<file path="src/muc_regs.svh">
// register offsets, control bits, limits and timing counts of the usage counters
`ifndef MUC_REGS_SVH
`define MUC_REGS_SVH
// printed offsets are register indexes; byte address is four times
`define MUC_IDX_OP_HOURS 16'h004c
`define MUC_IDX_FAN_HOURS 16'h0067
`define MUC_IDX_RUN_COUNT 16'h0076
`define MUC_IDX_CAP_LIFE 16'h007c
`define MUC_IDX_SW_LIFE 16'h07d7
`define MUC_IDX_FAULT9 16'h0812
`define MUC_IDX_FAULT10 16'h0813
`define MUC_IDX_FAULT8 16'h811e
// control registers placed in free space
`define MUC_IDX_CTRL 16'h0900
`define MUC_IDX_OP_PRESET 16'h0901
`define MUC_IDX_FAN_PRESET 16'h0902
`define MUC_IDX_CAP_SET 16'h0903
`define MUC_IDX_SW_SET 16'h0904
`define MUC_IDX_OUT_SEL 16'h0905
`define MUC_IDX_OP_HI 16'h0906
`define MUC_IDX_IRQ_STAT 16'h0907
`define MUC_IDX_IRQ_CLR 16'h0908
`define MUC_IDX_IRQ_EN 16'h0909
// ctrl bits
`define MUC_CTRL_SEL_RUN 0
`define MUC_CTRL_RUN_CLR 1
`define MUC_CTRL_CAP_CLR 2
`define MUC_CTRL_SW_CLR 3
// limits and thresholds
`define MUC_OP_MAX 17'd99999
`define MUC_CNT_MAX 16'hffff
`define MUC_SW_WARN 16'd50
`define MUC_SW_ALARM 16'd90
`define MUC_FUNC_WARN 8'h2f
`define MUC_FUNC_ALARM 8'h10
// timing
`define MUC_CLK_HZ 64'd10000000
`define MUC_HOUR_S 64'd3600
`endif

</file>
<file path="src/muc_pkg.sv">
// types of the usage counters
package muc_pkg;
    typedef struct packed {
        logic [16:0] op_hours;
        logic [15:0] run_count;
        logic [15:0] fan_hours;
        logic [15:0] cap_life;
        logic [15:0] sw_life;
        logic [16:0] fault8;
        logic [16:0] fault9;
        logic [16:0] fault10;
    } muc_counters_type;

    typedef struct packed {
        muc_counters_type cnt;
        logic [35:0] presc;
        logic sel_run;
        logic [7:0] out_sel0;
        logic [7:0] out_sel1;
        logic [2:0] run_sync;
        logic [1:0] fan_sync;
        logic [2:0] flt_sync;
        logic [3:0] irq_stat;
        logic [3:0] irq_en;
        logic [31:0] prdata;
        logic pready;
        logic irq;
        logic [1:0] contact;
    } muc_state_type;
endpackage

</file>
<file path="src/muc_usage_counters.sv">
// maintenance usage counters with apb register access
// How it works
// - operation hours count to 99999 then wrap to zero
// - software preset replaces the operation hour count
// - ctrl bit selects counting always or only while running
// - run command rising edges counted, wrap after 65535
// - run count cleared by its software clear bit
// - fan hours accumulate from settable start, wrap after 65535
// - capacitor life percent reported, cleared by its clear bit
// - transistor life percent reported in whole percent
// - function 2f closes at 50 percent, function 10 at 90
// - transistor life cleared by its clear bit
// - fault slots 8..10 hold op hours captured at faults
`timescale 1ns/1ps
`include "muc_regs.svh"
module muc_usage_counters #(
    parameter logic [35:0] HOUR_CYCLES =
        36'(`MUC_CLK_HZ * `MUC_HOUR_S)
) (
    input wire logic mclk, // system clock 10 mhz
    input wire logic rst, // async reset, high
    input wire logic psel, // apb select
    input wire logic penable, // apb enable
    input wire logic pwrite, // apb direction
    input wire logic [31:0] paddr, // apb byte address
    input wire logic [31:0] pwdata, // apb write data
    output logic [31:0] prdata, // apb read data
    output logic pready, // apb ready
    output logic pslverr, // apb error
    input wire logic run_cmd, // run command pin
    input wire logic fan_on, // cooling fan running pin
    input wire logic fault_evt, // fault occurred pin
    input wire logic cap_pct_tick, // capacitor life step, same clock
    input wire logic sw_pct_tick, // transistor life step, same clock
    output logic [1:0] contact_out, // contact outputs 0 and 1
    output logic irq // level interrupt
);
    muc_pkg::muc_state_type s_q, s_d;

    // word index from byte address
    function automatic logic [15:0] idx_of(input logic [31:0] a);
        idx_of = a[17:2];
    endfunction

    // contact closed when its function is met
    function automatic logic contact_of(input logic [7:0] f,
                                        input logic [15:0] pct);
        contact_of = (f == `MUC_FUNC_WARN && pct >= `MUC_SW_WARN) ||
                     (f == `MUC_FUNC_ALARM && pct >= `MUC_SW_ALARM);
    endfunction

    logic wr, rd, tick, run_rise, flt_rise, mapped;
    logic [15:0] idx;
    logic [31:0] rdv;

    // next state
    always_comb
    begin
        s_d = s_q;
        // writes land in the access cycle, reads decoded in setup
        wr = psel && penable && pwrite && s_q.pready;
        rd = psel && !penable && !pwrite;
        idx = idx_of(paddr);
        // synchronisers: stage 0 read only by stage 1
        s_d.run_sync = {s_q.run_sync[1:0], run_cmd};
        s_d.fan_sync = {s_q.fan_sync[0], fan_on};
        s_d.flt_sync = {s_q.flt_sync[1:0], fault_evt};
        run_rise = s_q.run_sync[1] && !s_q.run_sync[2];
        flt_rise = s_q.flt_sync[1] && !s_q.flt_sync[2];
        // hour prescaler
        tick = (s_q.presc == HOUR_CYCLES - 36'd1);
        s_d.presc = tick ? 36'd0 : s_q.presc + 36'd1;
        // operation hours
        if (tick && (!s_q.sel_run || s_q.run_sync[1]))
        begin
            s_d.cnt.op_hours = (s_q.cnt.op_hours >= `MUC_OP_MAX) ?
                17'd0 : s_q.cnt.op_hours + 17'd1;
        end
        if (tick && s_q.fan_sync[1])
        begin
            s_d.cnt.fan_hours = s_q.cnt.fan_hours + 16'd1;
        end
        if (run_rise)
        begin
            s_d.cnt.run_count = s_q.cnt.run_count + 16'd1;
        end
        if (cap_pct_tick && s_q.cnt.cap_life != `MUC_CNT_MAX)
        begin
            s_d.cnt.cap_life = s_q.cnt.cap_life + 16'd1;
        end
        if (sw_pct_tick && s_q.cnt.sw_life != `MUC_CNT_MAX)
        begin
            s_d.cnt.sw_life = s_q.cnt.sw_life + 16'd1;
        end
        // fault history shifts, newest into slot 8
        if (flt_rise)
        begin
            s_d.cnt.fault10 = s_q.cnt.fault9;
            s_d.cnt.fault9 = s_q.cnt.fault8;
            s_d.cnt.fault8 = s_q.cnt.op_hours;
        end
        // register writes
        if (wr)
        begin
            case (idx)
                `MUC_IDX_CTRL:
                begin
                    s_d.sel_run = pwdata[`MUC_CTRL_SEL_RUN];
                    if (pwdata[`MUC_CTRL_RUN_CLR])
                        s_d.cnt.run_count = 16'h0000;
                    if (pwdata[`MUC_CTRL_CAP_CLR])
                        s_d.cnt.cap_life = 16'h0000;
                    if (pwdata[`MUC_CTRL_SW_CLR])
                        s_d.cnt.sw_life = 16'h0000;
                end
                `MUC_IDX_OP_PRESET:
                    s_d.cnt.op_hours = (pwdata[16:0] > `MUC_OP_MAX) ?
                        `MUC_OP_MAX : pwdata[16:0];
                `MUC_IDX_FAN_PRESET:
                    s_d.cnt.fan_hours = pwdata[15:0];
                `MUC_IDX_CAP_SET:
                    s_d.cnt.cap_life = pwdata[15:0];
                `MUC_IDX_SW_SET:
                    s_d.cnt.sw_life = pwdata[15:0];
                `MUC_IDX_OUT_SEL:
                begin
                    s_d.out_sel0 = pwdata[7:0];
                    s_d.out_sel1 = pwdata[15:8];
                end
                `MUC_IDX_IRQ_EN:
                    s_d.irq_en = pwdata[3:0];
                default:
                    s_d.irq_en = s_q.irq_en;
            endcase
        end
        // sticky events: set wins over clear
        if (wr && idx == `MUC_IDX_IRQ_CLR)
            s_d.irq_stat = s_q.irq_stat & ~pwdata[3:0];
        s_d.irq_stat = s_d.irq_stat |
            {s_q.cnt.sw_life < `MUC_SW_ALARM &&
                 s_d.cnt.sw_life >= `MUC_SW_ALARM,
             s_q.cnt.sw_life < `MUC_SW_WARN &&
                 s_d.cnt.sw_life >= `MUC_SW_WARN,
             flt_rise, tick};
        // readback
        mapped = 1'b1;
        case (idx)
            `MUC_IDX_OP_HOURS: rdv = {16'h0000, s_q.cnt.op_hours[15:0]};
            `MUC_IDX_OP_HI: rdv = {31'h0, s_q.cnt.op_hours[16]};
            `MUC_IDX_FAN_HOURS: rdv = {16'h0000, s_q.cnt.fan_hours};
            `MUC_IDX_RUN_COUNT: rdv = {16'h0000, s_q.cnt.run_count};
            `MUC_IDX_CAP_LIFE: rdv = {16'h0000, s_q.cnt.cap_life};
            `MUC_IDX_SW_LIFE: rdv = {16'h0000, s_q.cnt.sw_life};
            `MUC_IDX_FAULT8: rdv = {15'h0, s_q.cnt.fault8};
            `MUC_IDX_FAULT9: rdv = {15'h0, s_q.cnt.fault9};
            `MUC_IDX_FAULT10: rdv = {15'h0, s_q.cnt.fault10};
            `MUC_IDX_CTRL: rdv = {31'h0, s_q.sel_run};
            `MUC_IDX_OUT_SEL: rdv = {16'h0000, s_q.out_sel1, s_q.out_sel0};
            `MUC_IDX_IRQ_STAT: rdv = {28'h0, s_q.irq_stat};
            `MUC_IDX_IRQ_EN: rdv = {28'h0, s_q.irq_en};
            `MUC_IDX_OP_PRESET, `MUC_IDX_FAN_PRESET, `MUC_IDX_CAP_SET,
            `MUC_IDX_SW_SET, `MUC_IDX_IRQ_CLR: rdv = 32'h0000_0000;
            default:
            begin
                rdv = 32'h0000_0000;
                mapped = 1'b0;
            end
        endcase
        s_d.prdata = rd ? rdv : 32'h0000_0000;
        s_d.pready = psel && !penable; // answer in first access cycle
        s_d.irq = |(s_d.irq_stat & s_d.irq_en);
        s_d.contact = {contact_of(s_d.out_sel1, s_d.cnt.sw_life),
                       contact_of(s_d.out_sel0, s_d.cnt.sw_life)};
        s_d.presc = s_d.presc;
        s_d.cnt.run_count = s_d.cnt.run_count;
        s_d.cnt.fan_hours = s_d.cnt.fan_hours;
        s_d.cnt.cap_life = s_d.cnt.cap_life;
        s_d.sel_run = s_d.sel_run;
        s_d.out_sel0 = s_d.out_sel0;
        s_d.pready = s_d.pready;
        s_d.irq_en = s_d.irq_en;
        s_d.irq = s_d.irq;
        s_d.prdata = s_d.prdata;
        s_d.contact = s_d.contact;
        s_d.cnt.fault8 = s_d.cnt.fault8;
        s_d.cnt = s_d.cnt;
        s_d.flt_sync = s_d.flt_sync;
        s_d.fan_sync = s_d.fan_sync;
        s_d.run_sync = s_d.run_sync;
        s_d.irq_stat = s_d.irq_stat;
        s_d.out_sel1 = s_d.out_sel1;
        s_d.cnt.sw_life = s_d.cnt.sw_life;
        s_d.cnt.op_hours = s_d.cnt.op_hours;
        s_d.cnt.fault9 = s_d.cnt.fault9;
        s_d.cnt.fault10 = s_d.cnt.fault10;
        mapped = mapped;
    end

    // state register
    always_ff @(posedge mclk or posedge rst)
    begin
        if (rst)
            s_q <= '0;
        else
            s_q <= s_d;
    end

    logic err_q;
    // error flag for unmapped access
    always_ff @(posedge mclk or posedge rst)
    begin
        if (rst)
            err_q <= 1'b0;
        else
            err_q <= psel && !penable && !mapped;
    end

    assign prdata = s_q.prdata;
    assign pready = s_q.pready;
    assign pslverr = err_q;
    assign irq = s_q.irq;
    assign contact_out = s_q.contact;

    // bus handshake: ready one cycle after setup, data only with it
    AST_READY_SETUP: assert property (
        @(posedge mclk) disable iff (rst)
        psel && !penable |=> pready)
        else $error("no ready after setup");
    AST_READY_PULSE: assert property (
        @(posedge mclk) disable iff (rst)
        pready |=> !pready)
        else $error("ready held too long");
    AST_READ_IDLE: assert property (
        @(posedge mclk) disable iff (rst)
        !pready |-> prdata == 32'h0000_0000)
        else $error("read data outside answer");
    AST_ERR_READY: assert property (
        @(posedge mclk) disable iff (rst)
        pslverr |-> pready)
        else $error("error flag without ready");

    // hour prescaler
    AST_PRESC_RANGE: assert property (
        @(posedge mclk) disable iff (rst)
        s_q.presc < HOUR_CYCLES)
        else $error("prescaler out of range");
    AST_TICK_GAP: assert property (
        @(posedge mclk) disable iff (rst)
        tick |=> !tick)
        else $error("hour ticks back to back");

    // operation hours
    AST_OP_WRAP: assert property (
        @(posedge mclk) disable iff (rst)
        s_q.cnt.op_hours <= `MUC_OP_MAX)
        else $error("op hours above limit");
    AST_OP_STEP: assert property (
        @(posedge mclk) disable iff (rst)
        !(wr && idx == `MUC_IDX_OP_PRESET) && s_q.cnt.op_hours ==
        `MUC_OP_MAX && tick && (!s_q.sel_run || s_q.run_sync[1])
        |=> s_q.cnt.op_hours == 17'd0)
        else $error("op hours did not wrap");
    AST_OP_COUNT: assert property (
        @(posedge mclk) disable iff (rst)
        !(wr && idx == `MUC_IDX_OP_PRESET) && s_q.cnt.op_hours <
        `MUC_OP_MAX && tick && (!s_q.sel_run || s_q.run_sync[1])
        |=> s_q.cnt.op_hours == $past(s_q.cnt.op_hours) + 17'd1)
        else $error("op hours did not step");
    AST_OP_PRESET: assert property (
        @(posedge mclk) disable iff (rst)
        wr && idx == `MUC_IDX_OP_PRESET && pwdata[16:0] <= `MUC_OP_MAX
        |=> s_q.cnt.op_hours == $past(pwdata[16:0]))
        else $error("op preset not taken");
    AST_OP_HOLD: assert property (
        @(posedge mclk) disable iff (rst)
        !tick && !(wr && idx == `MUC_IDX_OP_PRESET)
        |=> $stable(s_q.cnt.op_hours))
        else $error("op hours moved without tick");
    AST_SEL_RUN: assert property (
        @(posedge mclk) disable iff (rst)
        tick && s_q.sel_run && !s_q.run_sync[1] &&
        !(wr && idx == `MUC_IDX_OP_PRESET) |=> $stable(s_q.cnt.op_hours))
        else $error("op counted while stopped");
    AST_SEL_TAKE: assert property (
        @(posedge mclk) disable iff (rst)
        wr && idx == `MUC_IDX_CTRL
        |=> s_q.sel_run == $past(pwdata[`MUC_CTRL_SEL_RUN]))
        else $error("count select not taken");

    // cooling fan hours
    AST_FAN_STEP: assert property (
        @(posedge mclk) disable iff (rst)
        tick && s_q.fan_sync[1] && !(wr && idx == `MUC_IDX_FAN_PRESET)
        |=> s_q.cnt.fan_hours == $past(s_q.cnt.fan_hours) + 16'd1)
        else $error("fan hours did not step");
    AST_FAN_PRESET: assert property (
        @(posedge mclk) disable iff (rst)
        wr && idx == `MUC_IDX_FAN_PRESET
        |=> s_q.cnt.fan_hours == $past(pwdata[15:0]))
        else $error("fan preset not taken");
    AST_FAN_HOLD: assert property (
        @(posedge mclk) disable iff (rst)
        !tick && !(wr && idx == `MUC_IDX_FAN_PRESET)
        |=> $stable(s_q.cnt.fan_hours))
        else $error("fan hours moved without tick");

    // run commands
    AST_RUN_INC: assert property (
        @(posedge mclk) disable iff (rst)
        run_rise && !wr |=> s_q.cnt.run_count ==
        $past(s_q.cnt.run_count) + 16'd1)
        else $error("run count missed");
    AST_RUN_CLR: assert property (
        @(posedge mclk) disable iff (rst)
        wr && idx == `MUC_IDX_CTRL && pwdata[`MUC_CTRL_RUN_CLR]
        |=> s_q.cnt.run_count == 16'h0000)
        else $error("run count not cleared");

    // life percentages and contacts
    AST_CAP_STEP: assert property (
        @(posedge mclk) disable iff (rst)
        cap_pct_tick && !wr && s_q.cnt.cap_life != `MUC_CNT_MAX
        |=> s_q.cnt.cap_life == $past(s_q.cnt.cap_life) + 16'd1)
        else $error("capacitor life did not step");
    AST_CAP_CLR: assert property (
        @(posedge mclk) disable iff (rst)
        wr && idx == `MUC_IDX_CTRL && pwdata[`MUC_CTRL_CAP_CLR]
        |=> s_q.cnt.cap_life == 16'h0000)
        else $error("capacitor life not cleared");
    AST_SW_STEP: assert property (
        @(posedge mclk) disable iff (rst)
        sw_pct_tick && !wr && s_q.cnt.sw_life != `MUC_CNT_MAX
        |=> s_q.cnt.sw_life == $past(s_q.cnt.sw_life) + 16'd1)
        else $error("transistor life did not step");
    AST_SW_CLR: assert property (
        @(posedge mclk) disable iff (rst)
        wr && idx == `MUC_IDX_CTRL && pwdata[`MUC_CTRL_SW_CLR]
        |=> s_q.cnt.sw_life == 16'h0000)
        else $error("transistor life not cleared");
    AST_CONTACT0: assert property (
        @(posedge mclk) disable iff (rst)
        contact_out[0] ==
        ((s_q.out_sel0 == `MUC_FUNC_WARN && s_q.cnt.sw_life >= `MUC_SW_WARN)
        || (s_q.out_sel0 == `MUC_FUNC_ALARM &&
        s_q.cnt.sw_life >= `MUC_SW_ALARM)))
        else $error("contact 0 wrong");
    AST_CONTACT1: assert property (
        @(posedge mclk) disable iff (rst)
        contact_out[1] ==
        ((s_q.out_sel1 == `MUC_FUNC_WARN && s_q.cnt.sw_life >= `MUC_SW_WARN)
        || (s_q.out_sel1 == `MUC_FUNC_ALARM &&
        s_q.cnt.sw_life >= `MUC_SW_ALARM)))
        else $error("contact 1 wrong");

    // fault history
    AST_FAULT: assert property (
        @(posedge mclk) disable iff (rst)
        flt_rise |=> s_q.cnt.fault8 == $past(s_q.cnt.op_hours) &&
        s_q.cnt.fault9 == $past(s_q.cnt.fault8))
        else $error("fault slot not captured");
    AST_FAULT_OLD: assert property (
        @(posedge mclk) disable iff (rst)
        flt_rise |=> s_q.cnt.fault10 == $past(s_q.cnt.fault9))
        else $error("oldest fault slot not shifted");
    AST_FAULT_HOLD: assert property (
        @(posedge mclk) disable iff (rst)
        !flt_rise |=> $stable(s_q.cnt.fault8) && $stable(s_q.cnt.fault9) &&
        $stable(s_q.cnt.fault10))
        else $error("fault slot moved without fault");
    AST_FAULT_FLAG: assert property (
        @(posedge mclk) disable iff (rst)
        flt_rise |=> s_q.irq_stat[1])
        else $error("fault event flag not set");
endmodule

</file>
<file path="config.mk">
export PLATFORM = sky130hd
export DESIGN_NAME = muc_usage_counters
export DESIGN_NICKNAME = d
export VERILOG_FILES = /design/src/muc_pkg.sv /design/src/muc_usage_counters.sv
export VERILOG_INCLUDE_DIRS = /design/src /design/src/src
export SDC_FILE = /design/constraint.sdc
export NUM_CORES = 1
export LEC_CHECK = 0
export BUFFER_PORTS_ARGS = -buffer_cell sky130_fd_sc_hd__buf_4
export CORE_UTILIZATION = 55
export DETAILED_ROUTE_END_ITERATION = 7
export GPL_ROUTABILITY_DRIVEN = 0
export GPL_TIMING_DRIVEN = 0
export PLACE_DENSITY = 0.78
export SLEW_MARGIN = 30
export SYNTH_ARGS = -nofsm -noshare
export SYNTH_HDL_FRONTEND = slang
export SYNTH_SLANG_ARGS = --single-unit
</file>
<file path="constraint.sdc">
create_clock -name mclk -period 8.64 [get_ports mclk]
set_clock_uncertainty 0.2 [all_clocks]
set_input_delay 0.864 -clock mclk [delete_from_list [all_inputs] [get_ports mclk]]
set_output_delay 0.864 -clock mclk [all_outputs]
set_load 0.01 [all_outputs]
</file>
==> impl_metrics.xml <==
<?xml version="1.0" encoding="UTF-8"?>
<metrics>
  <group name="floorplan">
    <metric name="placementRows" unit="">53</metric>
    <metric name="die_w" unit="microns">149</metric>
    <metric name="dieArea" unit="sq um">22100</metric>
    <metric name="core" unit="sq um">21100</metric>
    <metric name="initial_utilization" unit="%">56.1</metric>
    <metric name="die_h" unit="microns">149</metric>
    <metric name="total_i_o_pin_count" unit="">111</metric>
  </group>
  <group name="routing">
    <metric name="route.detailed.vias_per_inst" unit="">6.26</metric>
    <metric name="detail_route.drc_violations" unit="">0</metric>
    <metric name="drt_first_iter_violations" unit="">1203</metric>
    <metric name="dr_total_vias" unit="">10000</metric>
    <metric name="wl_per_instance" unit="microns">20.4</metric>
    <metric name="drtPass1Iterations" unit="">7</metric>
    <metric name="drt.antenna.violating_nets" unit="">0</metric>
    <metric name="route.final.wire_length" unit="microns">32600</metric>
  </group>
  <group name="layout">
    <metric name="fill_cell_count" unit="">1682</metric>
    <metric name="antenna_cells_inserted" unit="">0</metric>
    <metric name="final_core_utilization" unit="%">64.4</metric>
    <metric name="mostFrequentLayoutCells" unit="">223 x dfrtp_1, 149 x nand2_1, 104 x nor2_1</metric>
    <metric name="num-nets-final" unit="">1388</metric>
    <metric name="areaGrowthSynthToFinish" unit="%">14.9</metric>
    <metric name="final_common_cell" unit="">dfrtp_1</metric>
    <metric name="final_layout_size_suffix_gt1_share" unit="%">17.8</metric>
  </group>
  <group name="power_and_ir_drop">
    <metric name="internal_portion_of_total_power" unit="mW">1.87</metric>
    <metric name="seq_power_share" unit="%">45.7</metric>
    <metric name="irDropWorstVdd" unit="mV">0.153</metric>
    <metric name="p_sw_share" unit="%">27.1</metric>
    <metric name="combinational_fraction_of_design_power" unit="%">12.0</metric>
    <metric name="p_leak" unit="nW">5.74</metric>
    <metric name="proportion_of_power_drawn_by_the_clock_network" unit="%">42.3</metric>
    <metric name="power_per_standard_cell_area" unit="nW/um^2">189</metric>
    <metric name="power.switching" unit="mW">0.697</metric>
  </group>
  <group name="critical_path">
    <metric name="type_of_destination_of_the_critical_path" unit="">register</metric>
    <metric name="worstPathArrival" unit="ps">3760</metric>
    <metric name="required" unit="ps">8810</metric>
    <metric name="critPathKind" unit="">register to register</metric>
    <metric name="worst_setup_path_start_kind" unit="">register</metric>
    <metric name="timing.critical_path.fanout_max" unit="">7</metric>
  </group>
  <group name="synth">
    <metric name="synth-main-ff-cell" unit="">dfrtp_1</metric>
    <metric name="synthesis.yosys.warnings" unit="">0</metric>
    <metric name="synth.yosys.seq_area_share" unit="%">47.2</metric>
    <metric name="yosys_register_bits" unit="">223</metric>
    <metric name="avgSynthCellArea" unit="sq um">9.80</metric>
    <metric name="yosys.area.top_type_share" unit="%">47.2</metric>
    <metric name="synthTopCellsByArea" unit="">dfrtp_1 47%, mux2_2 5.1%, nand2_1 4.7%, xor2_1 4.1%, nor2_1 3.3%</metric>
    <metric name="synth_async_sr_flop_share" unit="%">100</metric>
    <metric name="synth_cell_types" unit="">74</metric>
    <metric name="synth_top_area_cell" unit="">dfrtp_1</metric>
    <metric name="synth_edf_count" unit="">0</metric>
    <metric name="netlist_area" unit="sq um">11800</metric>
    <metric name="synthesis.instances" unit="">1207</metric>
  </group>
  <group name="timing">
    <metric name="final.period_utilization" unit="%">41.6</metric>
    <metric name="tightestPinTransition" unit="ps">845</metric>
    <metric name="rsz0062_at_grt" unit="">false</metric>
    <metric name="max_freq" unit="MHz">278</metric>
    <metric name="timing.final.hold_violations" unit="">0</metric>
    <metric name="fin_setup_tns" unit="ps">0</metric>
    <metric name="maxSlewHeadroom" unit="%">43.2</metric>
    <metric name="final_period_minus_worst_setup_slack" unit="ps">3590</metric>
    <metric name="drv_slew" unit="">0</metric>
    <metric name="setup-violations-final" unit="">0</metric>
  </group>
  <group name="grt">
    <metric name="global_route.overflow_total" unit="">0</metric>
    <metric name="grt_use_total" unit="%">30.6</metric>
    <metric name="grt_pass1_vias" unit="">9555</metric>
    <metric name="maximum_number_of_pins_on_one_net_before_global_route_repair" unit="">95</metric>
    <metric name="grt_first_pass_wirelength" unit="microns">52300</metric>
    <metric name="initial_antenna_violation_count" unit="">0</metric>
  </group>
  <group name="clocking">
    <metric name="clk_pin_slew_worst_paths" unit="ps">60</metric>
    <metric name="ctsLongestPathBuffers" unit="">3</metric>
    <metric name="tritoncts_num_sinks" unit="">223</metric>
    <metric name="cts_max_level" unit="">1</metric>
    <metric name="cts_tree" unit="">yes</metric>
    <metric name="cts_resized" unit="">0</metric>
    <metric name="clkLatencyLatePin" unit="ps">520</metric>
    <metric name="postCtsHoldBufs" unit="">0</metric>
    <metric name="cts_inserted_buffers" unit="">24</metric>
    <metric name="post_cts.repair.setup_buffers" unit="">0</metric>
    <metric name="cts_root_buf" unit="">clkbuf_16</metric>
  </group>
  <group name="placed_design">
    <metric name="dp.final_hpwl" unit="microns">24200</metric>
    <metric name="place.port_buffers" unit="">58</metric>
  </group>
  <group name="run">
    <metric name="drv.max_cap_violation_count" unit="">0</metric>
  </group>
  <group name="min_path">
    <metric name="hp-class" unit="">input pin to asynchronous set/reset pin</metric>
  </group>
  <group name="outcome">
    <metric name="status" unit="">finished clean</metric>
  </group>
</metrics>
## metal layers
metal | wire, microns | vias to the layer above | track usage, %
li1 | - | 4520 | -
met4 | 1240 | 0 | 12.6
met2 | 14900 | 547 | 46.9
met3 | 3280 | 82 | 4.79
met1 | 13200 | 4881 | 43.4
met5 | 0 | - | 0
## sequential cells by signal, indices dropped and copies added (netlist names)
register     flops
s_d              5
pready           1
irq              1
prdata          17
contact_out      2
s_q            196
pslverr          1
## per-stage QoR
step / total power [mW] / hold WS [ps] / worst slack, ps / area (sq um) / std cells
global route: 2.65 / 157 / 4860 / 13600 / 1601
global placement: 1.47 / 134 / -906 / 12700 / 1554
CTS: 2.57 / 148 / 5160 / 13600 / 1601
finish: 2.57 / 147 / 5050 / 13600 / 1601
detailed placement: 1.49 / 135 / 4760 / 12700 / 1557
floorplan: 1.37 / 131 / 1470 / 11900 / 1221
## power by group through the flow
stage / registers (mW) / logic, mW / clock network [mW]
after CTS: 1.17 / 0.301 / 1.10
after floorplan: 1.16 / 0.209 / 0
after global routing: 1.18 / 0.339 / 1.13
after global placement: 1.19 / 0.285 / 0
after detailed placement: 1.19 / 0.299 / 0
final: 1.17 / 0.308 / 1.09
## cells in the mapped netlist, drive strengths merged (5+ instances only)
master and n:
nor2b 7, or2 5, dfrtp 223, and3 23, and4 12, buf 47
nor3 25, xor2 55, nand4 45, a222oi 29, a31oi 5, a21oi 22
nand2 149, a41oi 13, clkbuf 45, and2 8, mux2i 10, nand3 57
nor4 18, or3 6, o21ai 68, or4 9, inv 27, xnor2 44
nand2b 9, o22ai 12, a22oi 24, o211ai 5, mux2 54, ha 6
nor2 104
## worst max-delay path, stage by stage, from the launching register on
cell      delay, ps
dfrtp_1         550
ha_1            390
nand3_1         200
or4_1           590
and3b_1         190
o21ai_0         240
nand4_1         160
nor4_2          430
and3b_1         330
o211ai_1        140
## worst paths after layout
path                               startpoint           endpoint  slack, ps  cells past startpoint
min                                       rst   pready$_DFF_PP0_        150                      2
max reg2reg                s_q[156]$_DFF_PP0_      irq$_DFF_PP0_       5050                      9
min reg2reg                 s_d[50]$_DFF_PP0_  s_d[51]$_DFF_PP0_        150                      0
max                        s_q[156]$_DFF_PP0_      irq$_DFF_PP0_       5050                      9
max in group asynchronous                 rst  s_d[46]$_DFF_PP0_       6890                      4
min in group mclk           s_d[50]$_DFF_PP0_  s_d[51]$_DFF_PP0_        150                      0
## cell families (layout without fill, tap and decap cells)
group | after synthesis | count (layout) | synth area share (%)
buffers and inverters | 119 | 224 | 5.25
AO/OA/AOI/OAI | 206 | 206 | 12.4
adder cells (fa/ha/maj) | 6 | 6 | 0.635
XOR/XNOR | 99 | 99 | 7.33
other | 1 | 15 | 0.0317
AND/OR/NAND/NOR | 489 | 489 | 21.2
flip-flops | 223 | 223 | 47.2
multiplexers | 64 | 64 | 5.99
## layout make-up
class | count | area, sq um | area share [%]
multi-input cells | 879 | 5700 | 41.9
flip-flops and latches | 223 | 5580 | 41.1
clock buffers | 30 | 694 | 5.11
plain buffers | 92 | 519 | 3.82
repair buffers | 61 | 495 | 3.65
well taps | 275 | 344 | 2.53
clock inverters | 14 | 153 | 1.12
inverters | 27 | 109 | 0.801
No activity file was read; power rests on OpenSTA's default activity.
